## config.mk

```make
export PLATFORM = sky130hd
export DESIGN_NAME = mic_irq_ctrl
export DESIGN_NICKNAME = d
export VERILOG_FILES = /design/src/verilog/mic_irq_ctrl.v
export VERILOG_INCLUDE_DIRS = /design/src /design/src/verilog
export SDC_FILE = /design/constraint.sdc
export NUM_CORES = 1
export LEC_CHECK = 0
export BUFFER_PORTS_ARGS = -buffer_cell sky130_fd_sc_hd__buf_2
export CORE_MARGIN = 5
export CORE_UTILIZATION = 41
export CTS_BUF_LIST = sky130_fd_sc_hd__clkbuf_4
export CTS_CLUSTER_SIZE = 20
export DETAILED_ROUTE_END_ITERATION = 8
export PLACE_DENSITY = 0.62
export SYNTH_ARGS = -nofsm -noshare
export SYNTH_HDL_FRONTEND = slang
export SYNTH_SLANG_ARGS = --single-unit
```

## constraint.sdc

```tcl
create_clock -name pclk -period 2.8 [get_ports pclk]
set_input_delay 0.14 -clock pclk [delete_from_list [all_inputs] [get_ports pclk]]
set_output_delay 0.14 -clock pclk [all_outputs]
set_load 0.1 [all_outputs]
```

## src/verilog/mic_map.vh

```
`ifndef MIC_MAP_VH
`define MIC_MAP_VH
// register byte addresses on the apb bus
`define MIC_ADDR_INTCTL    12'h000
`define MIC_ADDR_PIE       12'h004
`define MIC_ADDR_PIR       12'h008
`define MIC_ADDR_PCHEN     12'h00C
`define MIC_ADDR_PWRSTAT   12'h010
`define MIC_ADDR_CORECTL   12'h014
`define MIC_ADDR_CORESTAT  12'h018
// interrupt control/status bit positions
`define MIC_B_GIE          7
`define MIC_B_PERIPH_GROUP_ENABLE         6
`define MIC_B_TIE          5
`define MIC_B_PINE         4
`define MIC_B_PCIE         3
`define MIC_B_TIF          2
`define MIC_B_PINF         1
`define MIC_B_PCF          0
// core control bits
`define MIC_B_EDGE         0
// reset values
`define MIC_RST_INTCTL     8'h00
`define MIC_RST_PIE        8'h00
`define MIC_RST_PIR        8'h00
`define MIC_RST_PCHEN      6'h00
`define MIC_RST_PWR        8'h03
`define MIC_RST_CORECTL    8'h01
// vectors and timing
`define MIC_VEC_IRQ        13'h0004
`define MIC_VEC_RST        13'h0000
`define MIC_TCY_NS         32
`define MIC_CLK_NS         8
`define MIC_PH_CYC         (`MIC_TCY_NS / 4 / `MIC_CLK_NS)
`define MIC_LAT_TCY        3
`endif
```

## src/verilog/mic_irq_ctrl.v

```verilog
// Added by the designer: the placing of the registers and the APB interface to the registers.
`timescale 1ns/1ns
`include "mic_map.vh"
module mic_irq_ctrl #(
  parameter PORT_W = 6,
  parameter PC_W   = 13
) (
  // apb
  input  wire              pclk,
  input  wire              presetn,
  input  wire              psel,
  input  wire              penable,
  input  wire              pwrite,
  input  wire [11:0]       paddr,
  input  wire [31:0]       pwdata,
  output reg  [31:0]       prdata,
  output reg               pready,
  output reg               pslverr,
  // event sources
  input  wire              external_irq_pin,
  input  wire [PORT_W-1:0] port_a_pins,
  input  wire              port_read,
  input  wire              core_timer_wrap,
  input  wire [7:0]        periph_events,
  // core sequencer
  input  wire [PC_W-1:0]   core_pc,
  input  wire              core_asleep,
  input  wire              return_from_irq_instruction,
  input  wire              brownout_evt,
  input  wire              watchdog_evt,
  input  wire              watchdog_wake,
  output reg               irq_take,
  output reg               wake_req,
  output reg               pc_load,
  output reg  [PC_W-1:0]   pc_value,
  output reg               stack_push,
  output reg  [PC_W-1:0]   stack_data,
  output reg               phase_q1
);
  localparam [1:0] PH_Q1 = 2'h0;
  localparam [1:0] PH_Q2 = 2'h1;
  localparam [1:0] PH_Q4 = 2'h3;
  localparam [1:0] ST_RUN  = 2'h0;
  localparam [1:0] ST_WAIT = 2'h1;
  localparam [1:0] ST_WAKE = 2'h2;
  localparam PH_CYC = (`MIC_PH_CYC < 1) ? 1 : `MIC_PH_CYC;

  reg  [7:0]        intctl_q;
  reg  [7:0]        pie_q;
  reg  [7:0]        pir_q;
  reg  [PORT_W-1:0] pchen_q;
  reg  [7:0]        pwr_q;
  reg  [7:0]        corectl_q;
  reg  [2:0]        pin_s_q;
  reg  [PORT_W-1:0] pa_s1_q;
  reg  [PORT_W-1:0] pa_s2_q;
  reg  [PORT_W-1:0] pa_s3_q;
  reg  [PORT_W-1:0] pa_latch_q;
  reg  [7:0]        ph_cnt_q;
  reg  [1:0]        phase_q;
  reg  [1:0]        state_q;
  reg  [1:0]        lat_q;
  reg               gie_drop_q;
  reg               pin_hold_q;

  // apb access strobes
  wire acc = psel & penable;
  wire wr  = acc & pwrite;

  function hit;
    input [11:0] a;
    input [11:0] r;
    begin
      hit = (a == r);
    end
  endfunction

  wire ph_tick = (ph_cnt_q == PH_CYC[7:0] - 8'h01);
  wire q1_edge = ph_tick & (phase_q == PH_Q4);
  wire in_q4q1 = (phase_q == PH_Q4) | (phase_q == PH_Q1);

  // pin edge from the 2nd/3rd synchroniser stages
  wire pin_rise = pin_s_q[1] & ~pin_s_q[2];
  wire pin_fall = ~pin_s_q[1] & pin_s_q[2];
  wire pin_edge = corectl_q[`MIC_B_EDGE] ? pin_rise : pin_fall;
  // edges seen in Q2/Q3 wait in pin_hold_q so none is lost
  wire pin_set  = (pin_edge | pin_hold_q) & in_q4q1;
  wire pa_agree = (pa_s2_q == pa_s3_q);
  // a change while the port is being read in Q2 is held off until Q3
  wire pa_miss  = port_read & (phase_q == PH_Q2);
  wire pa_chg   = pa_agree & |((pa_s2_q ^ pa_latch_q) & pchen_q)
                  & ~pa_miss;

  // enabled core flags, then enabled peripheral flags behind the group gate
  wire core_pend = (intctl_q[`MIC_B_TIE]  & intctl_q[`MIC_B_TIF])
                 | (intctl_q[`MIC_B_PINE] & intctl_q[`MIC_B_PINF])
                 | (intctl_q[`MIC_B_PCIE] & intctl_q[`MIC_B_PCF]);
  wire per_pend  = intctl_q[`MIC_B_PERIPH_GROUP_ENABLE] & |(pie_q & pir_q);
  wire any_pend  = core_pend | per_pend;
  wire global_irq_enable       = intctl_q[`MIC_B_GIE];
  // software write that drops the global enable
  wire gie_wr0   = wr & hit(paddr, `MIC_ADDR_INTCTL)
                   & ~pwdata[`MIC_B_GIE];
  // one wake per sleep: the core only drops core_asleep an edge after
  // wake_req, so the pulse itself blocks a second wake
  wire wake_ok   = core_asleep & ~wake_req;

  // phase sequencer
  always @(posedge pclk or negedge presetn)
  begin
    if (!presetn)
    begin
      ph_cnt_q <= 8'h00;
      phase_q  <= PH_Q1;
    end
    else if (ph_tick)
    begin
      ph_cnt_q <= 8'h00;
      phase_q  <= phase_q + 2'h1;
    end
    else
      ph_cnt_q <= ph_cnt_q + 8'h01;
  end

  // input synchronisers
  always @(posedge pclk or negedge presetn)
  begin
    if (!presetn)
    begin
      pin_s_q    <= 3'h0;
      pa_s1_q    <= {PORT_W{1'b0}};
      pa_s2_q    <= {PORT_W{1'b0}};
      pa_s3_q    <= {PORT_W{1'b0}};
      pa_latch_q <= {PORT_W{1'b0}};
    end
    else
    begin
      pin_s_q <= {pin_s_q[1:0], external_irq_pin};
      pa_s1_q <= port_a_pins;
      pa_s2_q <= pa_s1_q;
      pa_s3_q <= pa_s2_q;
      if (pa_agree & ~pa_miss)
        pa_latch_q <= pa_s2_q;
    end
  end

  // registers; hardware set beats software clear
  always @(posedge pclk or negedge presetn)
  begin
    if (!presetn)
    begin
      intctl_q  <= `MIC_RST_INTCTL;
      pie_q     <= `MIC_RST_PIE;
      pir_q     <= `MIC_RST_PIR;
      pchen_q   <= `MIC_RST_PCHEN;
      corectl_q <= `MIC_RST_CORECTL;
    end
    else
    begin
      if (wr & hit(paddr, `MIC_ADDR_INTCTL))
        intctl_q <= pwdata[7:0];
      if (wr & hit(paddr, `MIC_ADDR_PIE))
        pie_q <= pwdata[7:0];
      if (wr & hit(paddr, `MIC_ADDR_PCHEN))
        pchen_q <= pwdata[PORT_W-1:0];
      if (wr & hit(paddr, `MIC_ADDR_CORECTL))
        corectl_q <= pwdata[7:0];
      pir_q <= ((wr & hit(paddr, `MIC_ADDR_PIR)) ? pwdata[7:0] : pir_q)
               | periph_events;
      if (core_timer_wrap)
        intctl_q[`MIC_B_TIF] <= 1'b1;
      if (pin_set)
        intctl_q[`MIC_B_PINF] <= 1'b1;
      if (pa_chg)
        intctl_q[`MIC_B_PCF] <= 1'b1;
      if (watchdog_evt | brownout_evt)
        intctl_q[`MIC_B_GIE] <= 1'b0;
      else if (irq_take)
        intctl_q[`MIC_B_GIE] <= 1'b0;
      else if (return_from_irq_instruction)
        intctl_q[`MIC_B_GIE] <= 1'b1;
    end
  end

  // power status: presetn is power-up only; watchdog and other resets
  // leave it alone, brown-out clears bit 0
  always @(posedge pclk or negedge presetn)
  begin
    if (!presetn)
      pwr_q <= `MIC_RST_PWR;
    else if (brownout_evt)
      pwr_q <= pwr_q & ~8'h01;
    else if (wr & hit(paddr, `MIC_ADDR_PWRSTAT))
      pwr_q <= pwdata[7:0];
  end

  // hold a pin edge that lands in Q2/Q3 until the flag window opens
  always @(posedge pclk or negedge presetn)
  begin
    if (!presetn)
      pin_hold_q <= 1'b0;
    else
      pin_hold_q <= (pin_hold_q | pin_edge) & ~in_q4q1;
  end

  // service sequencer, latency counted in Q1 boundaries
  always @(posedge pclk or negedge presetn)
  begin
    if (!presetn)
    begin
      state_q    <= ST_RUN;
      lat_q      <= 2'h0;
      gie_drop_q <= 1'b0;
      irq_take   <= 1'b0;
      wake_req   <= 1'b0;
      pc_load    <= 1'b1;
      pc_value   <= `MIC_VEC_RST;
      stack_push <= 1'b0;
      stack_data <= {PC_W{1'b0}};
      phase_q1   <= 1'b0;
    end
    else
    begin
      irq_take   <= 1'b0;
      pc_load    <= 1'b0;
      stack_push <= 1'b0;
      wake_req   <= 1'b0;
      phase_q1   <= q1_edge;
      gie_drop_q <= gie_wr0;
      if (watchdog_evt | brownout_evt)
      begin
        state_q  <= ST_RUN;
        pc_load  <= 1'b1;
        pc_value <= `MIC_VEC_RST;
      end
      else
        case (state_q)
          ST_RUN:
          begin
            if (wake_ok & any_pend)
            begin
              wake_req <= 1'b1;
              pc_load  <= 1'b1;
              pc_value <= core_pc + 1'b1;
              state_q  <= global_irq_enable ? ST_WAKE : ST_RUN;
            end
            // watchdog wake continues at the next instruction too
            else if (wake_ok & watchdog_wake)
            begin
              wake_req <= 1'b1;
              pc_load  <= 1'b1;
              pc_value <= core_pc + 1'b1;
            end
            else if (global_irq_enable & any_pend & ~gie_wr0 & ~gie_drop_q & q1_edge)
            begin
              lat_q   <= 2'h1;
              state_q <= ST_WAIT;
            end
          end
          ST_WAIT:
          begin
            if (~global_irq_enable | gie_wr0)
              state_q <= ST_RUN;
            else if (q1_edge)
            begin
              if (lat_q == `MIC_LAT_TCY - 1)
              begin
                irq_take   <= 1'b1;
                stack_push <= 1'b1;
                stack_data <= core_pc;
                pc_load    <= 1'b1;
                pc_value   <= `MIC_VEC_IRQ;
                state_q    <= ST_RUN;
              end
              lat_q <= lat_q + 2'h1;
            end
          end
          ST_WAKE:
          begin
            // one instruction after the wake runs before the vector
            if (q1_edge)
            begin
              lat_q   <= 2'h1;
              state_q <= ST_WAIT;
            end
          end
          default: state_q <= ST_RUN;
        endcase
    end
  end

  // apb read side, zero wait states
  always @(posedge pclk or negedge presetn)
  begin
    if (!presetn)
    begin
      prdata  <= 32'h00000000;
      pready  <= 1'b0;
      pslverr <= 1'b0;
    end
    else
    begin
      pready  <= psel & ~penable;
      pslverr <= 1'b0;
      if (psel & ~penable)
      begin
        prdata <= 32'h00000000;
        case (paddr)
          `MIC_ADDR_INTCTL:   prdata[7:0] <= intctl_q;
          `MIC_ADDR_PIE:      prdata[7:0] <= pie_q;
          `MIC_ADDR_PIR:      prdata[7:0] <= pir_q;
          `MIC_ADDR_PCHEN:    prdata[PORT_W-1:0] <= pchen_q;
          `MIC_ADDR_PWRSTAT:  prdata[7:0] <= pwr_q;
          `MIC_ADDR_CORECTL:  prdata[7:0] <= corectl_q;
          `MIC_ADDR_CORESTAT: prdata[3:0] <= {any_pend, global_irq_enable, state_q};
          default:            pslverr <= 1'b1;
        endcase
      end
    end
  end
endmodule // mic_irq_ctrl

```

==> flow_summary.yaml <==
run_status:
  status: "finished clean"
sta:
  fmax_ghz: 0.404
  finalSetupViolCount: 0
  holdWs_ns: 0.0300
  tns_ns: 0
  layout_min_cycle_time_ns: 2.47
  slew_violations: 0
  relSlewSlack: 0.464
  hold_viol_final: 0
  fin_ws_ns: 0.326
  rsz0062_at_grt: "false"
  skew_ns: 0.0139
  worst_pin_slew_ns: 0.797
  finalCritPeriodShare: 0.883
power:
  power.leakage_nw: 3.58
  p_sw_frac: 0.312
  p_int_w: 0.00272
  power.switching_w: 0.00124
  seq_power_share: 0.498
  p_total_w: 0.00396
  combinationalPowerShare: 0.171
  clkPwrFrac: 0.331
  peakVddDrop_v: 0.000211
  powerDensity_nw_per_um2: 522
floorplanning:
  die_w_um: 132
  core-area_um2: 14600
  io-pin-count: 149
  die_area_um2: 17400
  fp-row-count: 44
  die_y_um: 132
  initial_core_util: 0.419
global_route:
  grtUsageTotal: 0.172
  grt_max_degree: 52
  grt_overflow: 0
  grt_pass1_wl_um: 23900
  antenna_found_initial: 2
  grt_pass1_vias: 4603
synthesis:
  yosys.area_share.adder: 0.0123
  ys.flop_type: "dfrtp_1"
  yosys_warnings: 0
  synthCells: 514
  avgSynthCellArea_um2: 11.9
  synth_xor_area_frac: 0.0358
  synth.ff_latch_count: 129
  synth_edf_count: 0
  synthArstFlopShare: 1.00
  synthDistinctLibCells: 65
  synth_top_family_by_area: "multiplexers"
  ys_seq_area_frac: 0.529
  synthMuxAreaShare: 0.145
  netlist_area_um2: 6110
  synth_compound_area_frac: 0.0856
  synth_simple_gate_area_share: 0.135
route:
  met2_length_um: 7060
  drt-met1-wl_um: 6210
  wirelength_um: 14600
  wl_per_cell_um: 16.7
  drc: 0
  dr.max_layer_used: "met4"
  firstDrtPassIters: 5
  dr.first_iter.drc_count: 224
  dr_wl_met3_um: 971
  viasPerCell: 5.20
  drt.antenna.violating_nets: 0
  vias: 4559
cells_and_area:
  layout-drive-gt1-share: 0.323
  final_common_cell: "dfrtp_1"
  mostFrequentLayoutCells: "dfrtp_1, buf_2, dlygate4sd3_1"
  final_nets: 767
  multi_input_area_um2: 2620
  final-seq-area_um2: 3230
  areaGrowthSynthToFinish_pct: 24.3
  fill_cells: 1280
  finalCoreUtilization: 0.520
placed_design:
  place_ws_ns: 0.152
  gp_congestion: 0.853
  hpwl_um: 10600
  port_buffers: 100
critical_path:
  critPathLaunchType: "flop"
  worstPathMaxFanout: 13
  worstSetupEndpointType: "flop"
  required_ns: 3.23
  setup.worst_path.class: "reg2reg"
  cp.arrival_ns: 2.91
clock_network:
  cts_buffers: 17
  clock_sinks: 129
  cts-root-buf: "clkbuf_4"
  clk_latency_ns: 0.55
  cts_tree: "built"
  h-tree-depth: 4
  clk_pin_slew_worst_paths_ns: 0.11
  clock_path_buffers: 2
flow_run:
  drv_cap: 0
min_path:
  hp-class: "in2reg"
-- critical path: stages, from the launching register on --
cell and delay [ns]:
dfrtp_1 0.45, inv_1 0.08, ha_1 0.13, nor2b_1 0.17, nand4_1 0.21, inv_1 0.20, nand2_1 0.15, nor3_4 0.57
mux2_2 0.41
-- flip-flops by register name (all words and copies together) (netlist names), 6 cells and up --
signal	flops
pie_q	8
pa_s2_q	6
pwr_q	8
corectl_q	8
pa_latch_q	6
intctl_q	8
pir_q	8
pc_value	13
ph_cnt_q	8
pa_s1_q	6
stack_data	13
pa_s3_q	6
prdata	8
pchen_q	6
-- final cells by class --
| type | instances | area share |
|---|---|---|
| multi-input cells | 348 | 0.345 |
| repair buffers | 166 | 0.152 |
| clock inverters | 15 | 0.0222 |
| diodes | 2 | 0.000659 |
| clock buffers | 17 | 0.0168 |
| inverters | 15 | 0.00741 |
| well taps | 184 | 0.0303 |
| flip-flops and latches | 129 | 0.426 |
-- repair_timing --
action | CTS | global route
resized for setup | 0 | 1
endpoints found under the setup margin | 0 | 13
endpoints found under the hold margin | 170 | 0
setup buffers | 0 | 0
hold buffers | 56 | 0
-- power by group through the flow --
stage          sequential (W)  combinational (W)  clock, W
3_3_place_gp          0.00201           0.000626         0
5_1_grt               0.00198           0.000720   0.00143
4_1_cts               0.00197           0.000681   0.00134
2_1_floorplan         0.00218           0.000317         0
3_5_place_dp          0.00201           0.000632         0
6_report              0.00197           0.000678   0.00131
-- stage by stage --
step                std cells  instance area [µm²]
finish                    876                 7590
global route              876                 7590
global placement          786                 6730
CTS                       874                 7580
floorplan                 537                 6190
detailed placement        786                 6730
-- synth_stat cells, drive strengths merged (9+ instances only) --
cell type    n  area share
mux2        63        0.12
xor2        12       0.017
nand2       39       0.024
xnor2       13       0.019
inv         15      0.0092
a22oi        9       0.011
dfrtp      125        0.51
nand3b      12       0.015
nand3       17       0.014
clkbuf      13      0.0080
o21ai       18       0.015
a21oi       13       0.011
nor2        20       0.014
buf         32       0.040
-- path summary, 6_finish.rpt --
kind | from | end | slack [ns] | depth (start not counted)
max | ph_cnt_q[0]$_DFF_PN0_ | stack_data[12]$_DFFE_PN0P_ | 0.33 | 8
min | pwrite | gie_drop_q$_DFF_PN0_ | 0.03 | 4
max reg2reg | ph_cnt_q[0]$_DFF_PN0_ | stack_data[12]$_DFFE_PN0P_ | 0.33 | 8
min reg2reg | pa_s1_q[1]$_DFF_PN0_ | pa_s2_q[1]$_DFF_PN0_ | 0.36 | 0
max in group asynchronous | presetn | pir_q[0]$_DFF_PN0_ | 1.96 | 3
min in group asynchronous | presetn | pir_q[5]$_DFF_PN0_ | 0.08 | 2
-- per-layer routing --
metal	GRT usage	vias up
li1	-	2133
met4	0.0720	0
met5	0	-
met2	0.271	157
met3	0.0546	35
met1	0.219	2234
-- kinds of logic after synthesis --
kind of cell | after synthesis
AND/OR/NAND/NOR | 146
AO/OA/AOI/OAI | 73
adder cells (fa/ha/maj) | 6
multiplexers | 74
buffers and inverters | 60
XOR/XNOR | 25
other | 1
flip-flops | 129
Note: power is estimated with default switching activity, not from simulation.
